[config.mk]
export PLATFORM = sky130hd
export DESIGN_NAME = drct_timers
export DESIGN_NICKNAME = d
export VERILOG_FILES = /design/src/rtl/drct_pkg.sv /design/src/rtl/drct_timers.sv
export SDC_FILE = /design/constraint.sdc
export NUM_CORES = 1
export LEC_CHECK = 0
export ABC_CLOCK_PERIOD_IN_PS = 2240
export BUFFER_PORTS_ARGS = -buffer_cell sky130_fd_sc_hd__buf_2
export CORE_MARGIN = 4
export CORE_UTILIZATION = 49
export DETAILED_ROUTE_END_ITERATION = 16
export PLACE_DENSITY = 0.69
export SYNTH_ARGS = -nofsm -noshare
export SYNTH_HDL_FRONTEND = slang
export SYNTH_SLANG_ARGS = --single-unit
[constraint.sdc]
create_clock -name i_ref_clk -period 2.24 [get_ports i_ref_clk]
set_clock_uncertainty 0.05 [all_clocks]
set_input_delay 0.336 -clock i_ref_clk [delete_from_list [all_inputs] [get_ports i_ref_clk]]
set_output_delay 0.336 -clock i_ref_clk [all_outputs]
set_load 0.02 [all_outputs]
[src/rtl/drct_pkg.sv]
// Package of offsets, field positions and reset values for the dual countdown timers.
package drct_pkg;
    // ------------------------------------------------------------------
    // Port addresses
    // ------------------------------------------------------------------
    localparam logic [7:0] ADDR_GEN_CTRL = 8'h38;
    localparam logic [7:0] ADDR_IRQ_FLAG = 8'h39;
    localparam logic [7:0] ADDR_A_PERIOD = 8'h3A;
    localparam logic [7:0] ADDR_A_COUNT = 8'h3B;
    localparam logic [7:0] ADDR_B_PERIOD = 8'h3E;
    localparam logic [7:0] ADDR_B_COUNT = 8'h3F;
    // ------------------------------------------------------------------
    // Field positions
    // ------------------------------------------------------------------
    localparam int BIT_A_SRC = 8;
    localparam int BIT_B_SRC = 9;
    localparam int BIT_A_RUN = 10;
    localparam int BIT_B_RUN = 11;
    localparam int BIT_A_FLAG = 1;
    localparam int BIT_B_FLAG = 2;
    // ------------------------------------------------------------------
    // Reset values
    // ------------------------------------------------------------------
    localparam logic [15:0] RST_TIMER = 16'h0000;
    localparam logic [15:0] RST_CTRL = 16'h0000;
    localparam logic [7:0] RST_FLAG = 8'h00;
endpackage

[src/rtl/drct_timers.sv]
// Two auto-reload 16-bit countdown timers behind port-addressed registers.
`timescale 1ns/1ps
// ----------------------------------------------------------------------
// ----------------------------------------------------------------------
module drct_timers
(
    // Clock and reset
    input wire logic i_ref_clk,
    input wire logic i_rst_n,
    // Reference oscillator from outside the clock domain
    input wire logic i_ref_osc,
    // Port-addressed register access
    input wire logic [7:0] i_port_addr,
    input wire logic i_port_wr,
    input wire logic i_port_rd,
    input wire logic [15:0] i_port_wdata,
    output logic [15:0] o_port_rdata,
    // Interrupt events and control bits for the interrupt controller
    output logic o_counter_a_irq_level,
    output logic o_counter_b_irq_level,
    output logic [7:0] o_irq_flags,
    output logic [15:0] o_gen_ctrl
);
    typedef struct packed {
        logic [1:0][15:0] period;
        logic [1:0][15:0] count;
        logic [15:0] ctrl;
        logic [7:0] flags;
        logic [1:0] half;
        logic osc_s1;
        logic osc_s2;
        logic osc_s3;
        logic [1:0] irq;
        logic [15:0] rdata;
    } drct_state_t;

    drct_state_t s_q;
    drct_state_t s_d;
    logic [1:0] tick;
    logic [1:0] under;

    // ------------------------------------------------------------------
    // Next-state logic
    // ------------------------------------------------------------------
    // One comb process; the flag write comes first so underflow sets win over clears.
    always_comb
    begin
        s_d = s_q;
        s_d.osc_s1 = i_ref_osc;
        s_d.osc_s2 = s_q.osc_s1;
        s_d.osc_s3 = s_q.osc_s2;
        tick = '0;
        under = '0;
        if (i_port_wr && i_port_addr == drct_pkg::ADDR_GEN_CTRL)
        begin
            s_d.ctrl = i_port_wdata;
        end
        if (i_port_wr && i_port_addr == drct_pkg::ADDR_IRQ_FLAG)
        begin
            s_d.flags = i_port_wdata[7:0];
        end
        for (int i = 0; i < 2; i++)
        begin
            s_d.half[i] = ~s_q.half[i];
            // Half master clock ticks on alternate cycles; the reference on a rising edge.
            if (s_q.ctrl[drct_pkg::BIT_A_SRC + i])
                tick[i] = s_q.osc_s2 & ~s_q.osc_s3;
            else
                tick[i] = s_q.half[i];
            if (s_q.ctrl[drct_pkg::BIT_A_RUN + i] && tick[i])
            begin
                if (s_q.count[i] == 16'h0000)
                begin
                    s_d.count[i] = s_q.period[i];
                    under[i] = 1'b1;
                end
                else
                    s_d.count[i] = s_q.count[i] - 16'h0001;
            end
        end
        if (i_port_wr && i_port_addr == drct_pkg::ADDR_A_PERIOD)
            s_d.period[0] = i_port_wdata;
        if (i_port_wr && i_port_addr == drct_pkg::ADDR_B_PERIOD)
            s_d.period[1] = i_port_wdata;
        // Count writes are last so they override a coincident reload.
        if (i_port_wr && i_port_addr == drct_pkg::ADDR_A_COUNT)
        begin
            s_d.count[0] = i_port_wdata;
            s_d.period[0] = i_port_wdata;
        end
        if (i_port_wr && i_port_addr == drct_pkg::ADDR_B_COUNT)
        begin
            s_d.count[1] = i_port_wdata;
            s_d.period[1] = i_port_wdata;
        end
        if (under[0])
            s_d.flags[drct_pkg::BIT_A_FLAG] = 1'b1;
        if (under[1])
            s_d.flags[drct_pkg::BIT_B_FLAG] = 1'b1;
        s_d.irq = under;
        // Read data is registered: it appears one cycle after the read strobe.
        case (i_port_addr)
            drct_pkg::ADDR_GEN_CTRL: s_d.rdata = s_q.ctrl;
            drct_pkg::ADDR_IRQ_FLAG: s_d.rdata = {8'h00, s_q.flags};
            drct_pkg::ADDR_A_PERIOD: s_d.rdata = s_q.period[0];
            drct_pkg::ADDR_A_COUNT: s_d.rdata = s_q.count[0];
            drct_pkg::ADDR_B_PERIOD: s_d.rdata = s_q.period[1];
            drct_pkg::ADDR_B_COUNT: s_d.rdata = s_q.count[1];
            default: s_d.rdata = 16'h0000;
        endcase
        if (!i_port_rd)
            s_d.rdata = s_q.rdata;
    end

    // ------------------------------------------------------------------
    // State register
    // ------------------------------------------------------------------
    // Flags are cleared here too; keeping them across reset is left to the system.
    always_ff @(posedge i_ref_clk)
    begin
        if (!i_rst_n)
        begin
            s_q <= '0;
            s_q.period <= {drct_pkg::RST_TIMER, drct_pkg::RST_TIMER};
            s_q.count <= {drct_pkg::RST_TIMER, drct_pkg::RST_TIMER};
            s_q.ctrl <= drct_pkg::RST_CTRL;
            s_q.flags <= drct_pkg::RST_FLAG;
        end
        else
            s_q <= s_d;
    end

    assign o_port_rdata = s_q.rdata;
    assign o_counter_a_irq_level = s_q.irq[0];
    assign o_counter_b_irq_level = s_q.irq[1];
    assign o_irq_flags = s_q.flags;
    assign o_gen_ctrl = s_q.ctrl;
endmodule // drct_timers

==> results of run 1 <==
cells by family (layout without fill, tap and decap cells):
logic type	Yosys count	count (layout)	share of synthesized area, %
AO/OA/AOI/OAI	235	235	22.63
XOR/XNOR	5	5	0.7245
adder cells (fa/ha/maj)	4	4	0.8280
buffers and inverters	107	154	9.460
flip-flops	111	111	36.76
multiplexers	42	42	7.038
AND/OR/NAND/NOR	283	283	22.56
through the flow:
step           cells  power, uW
2_1_floorplan    787       2190
4_1_cts         1002       3801
3_5_place_dp     986       2299
3_3_place_gp     986       2295
6_report        1002       3785
5_1_grt         1002       3904
synth_stat cells (9+ instances only):
cell type | instances | share of area, %
nor2_1 | 68 | 4.2
nand2_1 | 114 | 7.1
clkbuf_1 | 40 | 2.5
mux2i_1 | 38 | 6.3
a21oi_1 | 113 | 9.4
a221oi_1 | 9 | 1.3
nand3_1 | 26 | 2.2
buf_2 | 10 | 0.83
inv_1 | 12 | 0.75
buf_4 | 40 | 5.0
nor3_1 | 16 | 1.3
o21ai_0 | 55 | 4.6
dfxtp_1 | 111 | 37
report_power, final:
group / switching [uW] / internal [uW]
Sequential: 8.86 / 1990
Combinational: 182 / 81.9
Clock: 770 / 756
cells in the final DEF, fill, tap and decap left out, types with 5 or more instances in the layout:
cell       synthesis  routed
and2_1             6       6
o221ai_1           8       8
o2bb2ai_1          6       6
and3_1             8       8
o21ai_1            4       5
nand3_1           26      26
nand2_1          114     114
dfxtp_1          111     111
nor4_1             7       7
buf_4             40      54
clkbuf_16          0       9
mux2i_1           38      38
a21oi_1          113     113
buf_2             10      70
nor2b_1            5       5
nor3_1            16      16
nor2_1            68      68
o211ai_1           8       8
o22ai_1            7       7
a221oi_1           9       9
inv_1             12      11
o21ai_0           55      54
worst reg2reg max path, delay by kind of cell (launching register included):
family             cells  cell delay (ps)
muxes                  1              340
and+or+nand+nor        4             1200
DFF                    1              360
AOI/OAI and AO/OA      1               70
final timing paths:
path,startpoint,endpoint,slack (ps),cells after the start
worst max-delay path,s_q[49]$_SDFFE_PN0P_,s_q[57]$_SDFFE_PN0P_,110,6
worst min-delay path,i_ref_osc,s_d[19]$_SDFF_PN0_,140,2
worst max register to register,s_q[49]$_SDFFE_PN0P_,s_q[57]$_SDFFE_PN0P_,110,6
worst min register to register,s_q[22]$_SDFF_PN0_,s_q[22]$_SDFF_PN0_,370,1
flip-flops by register name, summed over array words and instances (netlist names):
register / cells
o_counter_b_irq_level: 1
o_irq_flags: 8
s_d: 2
o_gen_ctrl: 16
s_q: 67
o_counter_a_irq_level: 1
o_port_rdata: 16
metal layers:
layer  vias up  track usage [%]  share of wire (%)
met5         -                0                  0
met4         0            14.70                4.7
met3        51            3.276                6.6
met2       282            44.12                 45
met1      2825            38.74                 44
li1       2841                -                  -
cell type report:
cell class | instances | share of cell area, %
Sequential cell | 111 | 32.67
Clock buffer | 9 | 3.311
Timing Repair Buffer | 126 | 11.70
Clock inverter | 7 | 0.6990
Inverter | 12 | 0.6623
Multi-Input combinational cell | 569 | 47.87
Tap cell | 168 | 3.091
==> impl_metrics.ini, run 1 <==
[timing]
timing.final.crit_share_pct = 94.98
final.setup.tns_ps = 0
timing.hold.ws_ps = 138.9
rsz0062_at_grt = false
timing_max_transition_violations_final = 0
fin_ws_ps = 112.5
final_period_minus_worst_setup_slack_ps = 2127
fmaxAchievable_ghz = 0.4700
report.final.setup_viol = 0
worst-slew-pin-transition_ps = 779.7
timing_hold_violations_final = 0
slew_headroom_pct = 47.54

[grt]
grt_first_pass_wirelength_um = 31640
antenna_found_initial = 0
grt_start_max_net_pins = 40
via_count_of_the_first_global_routing_pass = 5606
grt_overflow_total = 0
groute.usage.overall_pct = 28.38

[cts]
htree_levels = 3
cts_num_sinks = 111
numCtsBuffers = 9
clock_tree.buffer_depth = 2
root_buf_cell = clkbuf_16
clock_latency_at_the_later_pin_of_the_worst_skew_pair_ps = 360
post-cts-setup-buffer-count = 0
clk_pin_slew_worst_paths_ps = 80
ctsResizeCount = 0
holdBufCountCts = 0
clock_tree_from_tritoncts = built

[floorplan]
ioPinCount = 71
rows = 40
fp.dieArea_sq_um = 14180
die-height_um = 119.1
die_x_um = 119.1
initial_utilization_pct = 50.11
floorplan.core_area_sq_um = 12060

[critical_path]
crit_path_max_fanout = 10
worst-setup-path-type = reg2reg
worstPathCellList = or4_4, nor4b_4, nand2_4, mux2_1, nand2_1, a31oi_1
cp.buffers_inverters = 0
timing.critical_path.from_type = flip-flop
worstSetupEndpointType = flip-flop
worst_path_dominant_cell_family = simple AND/OR/NAND/NOR gates
crit_path_max_incr_delay_ps = 570
worst_path_max_delay_cell = or4_4
worstPathRequired_ps = 2440
timing.critical_path.arrival_ps = 2320

[hold_path]
worst_hold_path_type = in2reg

[drt]
drt_first_iter_violations = 587
routed-via-count = 5999
drt-wirelength-per-cell_um = 19.88
route.final.wire_length_um = 19920
drtAntennaViolNets = 0
drt-vias-per-instance = 5.987
drcViolationCount = 0
detailedRoute.firstPassIterationCount = 5

[power_and_ir_drop]
pwr_density_cell_nw_per_um2 = 556.4
p_leak_uw = 0.002769
max-vdd-ir-drop_uv = 302.2

[placed_design]
place_congestion = 0.9371
io_buffer_count = 70
dp_worst_setup_slack_ps = 95.22
place_hpwl_um = 14520
detailed_place.area_sq_um = 6524

[logic_synthesis]
synth_enable_flop_cells = 0
synth_seq_area_share_pct = 36.76
syn_area_per_cell_sq_um = 7.680
ys_types = 61
dominant_synthesized_flop_cell = dfxtp_1
yosys_warnings = 0
asyncSetResetFlopFracSynth_pct = 0
synthesis.instances = 787
syn_area_sq_um = 6045
mappedNetlistNets = 820
synth_seq_cells = 111

[layout]
final_core_util_pct = 56.39
n_fill_cell = 1176
finish.net_count = 862
final_antenna_diode_count = 0
seqCellArea_sq_um = 2222
flow.area_growth_from_synthesis_pct = 12.52
post-route-cell-area_sq_um = 6802
fraction_of_layout_instances_using_a_drive_strength_above_1_pct = 19.06
multiInputGateArea_sq_um = 3256

[run]
timing.max_cap.violations = 0

[outcome]
run_status = finished, final reports clean
(Power assumes the default switching activity.)
==> run 2: changes to the inputs <==
CORE_MARGIN = 5   (was 4)
==> run 2 against run 1 <==
Compared with the run above:
- maximum frequency increased by 1.4%
- sequential cell count is the same
- worst setup slack better by 29 ps
- combinational power is essentially flat
- final cell count up 0.20%
- total power about the same
- via count fell by 0.92%
- largest cell class unchanged
- largest power group unchanged
- highest routed layer unchanged
==> impl_metrics.ini, run 2 (synthesis results as in run 1) <==
[floorplan]
die_x_um = 121.1
fp.dieArea_sq_um = 14660
ioPinCount = 71
rows = 40
initial_utilization_pct = 50.11
floorplan.core_area_sq_um = 12060
die-height_um = 121.1

[cts]
clock_tree_from_tritoncts = built
clock_tree.buffer_depth = 2
htree_levels = 3
numCtsBuffers = 9
clk_pin_slew_worst_paths_ps = 70
holdBufCountCts = 0
cts_num_sinks = 111
root_buf_cell = clkbuf_16
clock_latency_at_the_later_pin_of_the_worst_skew_pair_ps = 360

[critical_path]
worstPathCellList = or4_4, nor4_4, inv_1, or3_1, mux2i_1, o32ai_1
crit_path_max_incr_delay_ps = 560
crit_path_max_fanout = 5
worstSetupEndpointType = flip-flop
crit-reg2reg-capture = s_q[60]$_SDFFE_PN0P_
cp.buffers_inverters = 1
ff2ff_path_depth = 6
cp-startpoint = s_q[48]$_SDFFE_PN0P_
worst_path_max_delay_cell = or4_4
worst-setup-path-type = reg2reg
worst_path_dominant_cell_family = simple AND/OR/NAND/NOR gates
regToRegStartpoint = s_q[48]$_SDFFE_PN0P_
rrSetupSlack_ps = 140
timing.critical_path.arrival_ps = 2320
timing.critical_path.from_type = flip-flop
worstPathRequired_ps = 2460

[timing]
timing_hold_violations_final = 0
worst-slew-pin-transition_ps = 753.2
final.setup.tns_ps = 0
final_period_minus_worst_setup_slack_ps = 2099
timing.final.crit_share_pct = 93.69
rsz0062_at_grt = false
timing_max_transition_violations_final = 0
slew_headroom_pct = 49.33
fmaxAchievable_ghz = 0.4765
fin_ws_ps = 141.4
report.final.setup_viol = 0

[layout]
fraction_of_layout_instances_using_a_drive_strength_above_1_pct = 19.74
top_register = s_q
multiInputGateArea_sq_um = 3267
final_cell_mix = 114 x nand2_1, 113 x a21oi_1, 111 x dfxtp_1
n_fill_cell = 1116
final_antenna_diode_count = 0
finish.net_count = 864
final_common_cell = nand2_1
layoutNonFillerInstCount = 1004
largest_register_ffs = 67
post-route-cell-area_sq_um = 6843
seqCellArea_sq_um = 2222
flow.area_growth_from_synthesis_pct = 13.21

[hold_path]
worst_hold_path_type = in2reg
min_path_cells = 2
min_delay_worst_endpoint = s_d[19]$_SDFF_PN0_
hold_path.startpoint = i_ref_osc

[placed_design]
place_congestion = 0.9573
detailed_place.area_sq_um = 6544
place_hpwl_um = 14550
io_buffer_count = 70
placedCellCount = 987
dp_worst_setup_slack_ps = 73.44

[grt]
via_count_of_the_first_global_routing_pass = 5743
groute.usage.overall_pct = 27.61
antenna_found_initial = 0
grt_first_pass_wirelength_um = 31430
grt_start_max_net_pins = 41
grt_overflow_total = 0

[drt]
drt_first_iter_violations = 588
drt-vias-per-instance = 5.920
route.final.wire_length_um = 19700
detailedRoute.firstPassIterationCount = 5
drtAntennaViolNets = 0
drcViolationCount = 0
routed-via-count = 5944
drt-wirelength-per-cell_um = 19.62

[run]
timing.max_cap.violations = 0

[power_and_ir_drop]
p_leak_uw = 0.002789
total_power_uw = 3783
pwr_density_cell_nw_per_um2 = 552.9
max-vdd-ir-drop_uv = 418.5

[outcome]
run_status = finished, final reports clean
-- run 2: where the power goes --
| part | total, uW | switching, uW | internal [uW] | leakage (uW) |
|---|---|---|---|---|
| Combinational | 263 | 181 | 82.0 | 0.00175 |
| Sequential | 1990 | 8.38 | 1990 | 0.000896 |
| Clock | 1530 | 746 | 780 | 0.000138 |
| Total | 3780 | 935 | 2850 | 0.00279 |
-- run 2: how the worst max path moves through the flow --
stage | end | slack, ps | cells after the start
after CTS | s_q[61]$_SDFFE_PN0P_ | 60 | 6
after detailed placement | s_q[61]$_SDFFE_PN0P_ | 70 | 6
final | s_q[60]$_SDFFE_PN0P_ | 140 | 6
after global routing | s_q[60]$_SDFFE_PN0P_ | 6 | 6
after floorplan | s_q[61]$_SDFFE_PN0P_ | 210 | 8
after global placement | s_q[61]$_SDFFE_PN0P_ | 120 | 6
-- run 2: final cells by class --
cell class                      instances  share of cell area, %
Clock inverter                          6                 0.5303
Timing Repair Buffer                  128                  12.03
Tap cell                              168                  3.072
Clock buffer                           10                  3.492
Inverter                               12                 0.6583
Multi-Input combinational cell        569                  47.74
Sequential cell                       111                  32.47
-- run 2: layer usage --
layer  up-vias  wire (um)  global-route usage [%]
met5         -          0                       0
met1      2807       8718                   37.47
met3        50       1166                   3.170
met2       238       9046                   43.94
li1       2849          -                       -
met4         0        768                   12.68
-- run 2: through the flow --
step	hold WS (ps)	utilization, %
floorplan	334.5	-
finish	142.8	56.73
detailed placement	347.6	54.25
CTS	135.0	56.54
global route	151.1	56.73
global placement	342.6	54.25
-- run 2: repair_timing --
| action | in CTS | in global routing |
|---|---|---|
| resized for setup | 0 | 4 |
| buffers inserted | 0 | 1 |
| endpoints found under the setup margin | 0 | 4 |
==> run 3: changes to the inputs <==
==> constraint.sdc (replaced) <==
create_clock -name i_ref_clk -period 2.24 [get_ports i_ref_clk]
set_clock_uncertainty 0.05 [all_clocks]
set_input_delay 0.56 -clock i_ref_clk [delete_from_list [all_inputs] [get_ports i_ref_clk]]
set_output_delay 0.56 -clock i_ref_clk [all_outputs]
set_load 0.02 [all_outputs]
==> run 3 against run 2 <==
Compared with the run above:
- die area unchanged
- register-to-register slack got worse by 80 ps
- sequential share of layout area rose by 0.16 points
- worst hold slack gained 220 ps
- sequential cell count unchanged
- via count grew 1.9%
- clock power about the same
- first-iteration DRC count down 22%
- worst setup slack got worse by 79 ps
==> impl_metrics.ini, run 3 (synthesis results as in run 1) <==
[outcome]
run_status = finished, final reports clean

[floorplan]
die-height_um = 121.1
fp.dieArea_sq_um = 14660
initial_utilization_pct = 50.11
floorplan.core_area_sq_um = 12060
ioPinCount = 71
die_x_um = 121.1
rows = 40

[critical_path]
timing.critical_path.arrival_ps = 2430
worst_path_max_delay_cell = nor4_2
ff2ff_path_depth = 7
worst-setup-path-type = reg2reg
worstSetupEndpointType = flip-flop
timing.critical_path.from_type = flip-flop
crit_path_max_fanout = 18
worstPathCellList = nor4_2, nand4_1, buf_4, o21ai_2, a21oi_1, a311oi_1, a22o_1
worstPathRequired_ps = 2490
crit_path_max_incr_delay_ps = 500

[grt]
grt_first_pass_wirelength_um = 30000
grt_start_max_net_pins = 35
antenna_found_initial = 0
grt_overflow_total = 0
via_count_of_the_first_global_routing_pass = 5555
groute.usage.overall_pct = 26.03

[cts]
clk_pin_slew_worst_paths_ps = 70
holdBufCountCts = 0
cts_num_sinks = 111
clock_tree_from_tritoncts = built
clock_latency_at_the_later_pin_of_the_worst_skew_pair_ps = 360
clock_tree.buffer_depth = 2
numCtsBuffers = 9
htree_levels = 3
root_buf_cell = clkbuf_16

[drt]
drcViolationCount = 0
drt-wirelength-per-cell_um = 19.07
drtAntennaViolNets = 0
drt-vias-per-instance = 6.041
routed-via-count = 6059
met3RoutedLength_um = 1361
detail_route.wirelength.met1_um = 8256
detailedRoute.firstPassIterationCount = 5
top_layer_used = met4
route.final.wire_length_um = 19130
routed-wl-met2_um = 8797
drt_first_iter_violations = 460

[power_and_ir_drop]
combPwrFrac_pct = 6.9
max-vdd-ir-drop_uv = 398.8
power.share.sequential_pct = 53.0
pwr_density_cell_nw_per_um2 = 551.8
power_switching_share_pct = 24.28
p_leak_uw = 0.002769
internal-power_uw = 2848
power_switching_uw = 913.2
clock_power_share_pct = 40.0
total_power_uw = 3761

[layout]
layoutNonFillerInstCount = 1003
fraction_of_layout_instances_using_a_drive_strength_above_1_pct = 19.40
largest_register_ffs = 67
top_register = s_q
final_core_util_pct = 56.51
final_common_cell = nand2_1
final_cell_mix = 114 x nand2_1, 113 x a21oi_1, 109 x dfxtp_1
final_antenna_diode_count = 0
flow.area_growth_from_synthesis_pct = 12.77
finish.net_count = 864

[placed_design]
io_buffer_count = 70
place_hpwl_um = 14210
placedCellCount = 987
place_congestion = 0.9574

[timing]
fmaxAchievable_ghz = 0.4592
slew_headroom_pct = 60.23
report.final.setup_viol = 0
timing.hold.ws_ps = 358.0
final_period_minus_worst_setup_slack_ps = 2178
timing.final.crit_share_pct = 97.23
rsz0062_at_grt = true
timing_max_transition_violations_final = 0
worst-slew-pin-transition_ps = 595.3
timing_hold_violations_final = 0

[hold_path]
min_path_cells = 1
worst_hold_path_type = reg2reg

[run]
timing.max_cap.violations = 0
[run 3: power by group through the flow]
stage | Sequential [uW] | Clock, uW | Combinational, uW
floorplan | 2040 | 0 | 152
global placement | 2040 | 0 | 252
detailed placement | 2040 | 0 | 256
CTS | 1990 | 1510 | 257
global route | 2000 | 1590 | 281
finish | 2000 | 1510 | 261
[run 3: layout make-up]
cell class | count | area [sq um]
clock buffer | 12 | 246.5
clock inverter | 3 | 20.02
fill | 1146 | 5245
inverter | 12 | 45.04
multi-input combinational | 569 | 3259
sequential | 111 | 2225
tap | 168 | 210.2
timing repair buffer | 128 | 810.8
[run 3: timing repair]
item | CTS | global route
setup buffers | 0 | 1
gates resized for setup | 0 | 4
setup endpoints to repair | 0 | 2
[run 3: final timing paths]
kind | startpoint | endpoint | slack [ps]
setup / recovery | s_q[55]$_SDFFE_PN0P_ | s_q[59]$_SDFFE_PN0P_ | 60
hold / removal | s_q[22]$_SDFF_PN0_ | s_q[22]$_SDFF_PN0_ | 360
setup reg to reg | s_q[55]$_SDFFE_PN0P_ | s_q[59]$_SDFFE_PN0P_ | 60
hold reg to reg | s_q[22]$_SDFF_PN0_ | s_q[22]$_SDFF_PN0_ | 360
[run 3: worst max-delay path: cells and delay by family, from the launching register on]
family / cells / cell delay (ps)
buf+inv: 1 / 280
simple gates: 2 / 750
compound gates: 4 / 640
flops: 1 / 390
[run 3: metal layers]
metal  vias to the layer above  global-route usage, %
li1                       2844                      -
met1                      2887                  35.06
met2                       274                  41.65
met3                        54                  3.217
met4                         0                  11.76
met5                         -                      0
[run 3: per-stage QoR]
| step | instance area (sq um) | setup WS, ps | setup TNS (ps) |
|---|---|---|---|
| final | 6817 | 62.12 | 0 |
| after global routing | 6817 | -15.34 | -20.83 |
| after CTS | 6798 | 56.41 | 0 |
| after detailed placement | 6531 | 18.30 | 0 |
| after global placement | 6531 | 80.05 | 0 |
| after floorplan | 6045 | 103.7 | 0 |
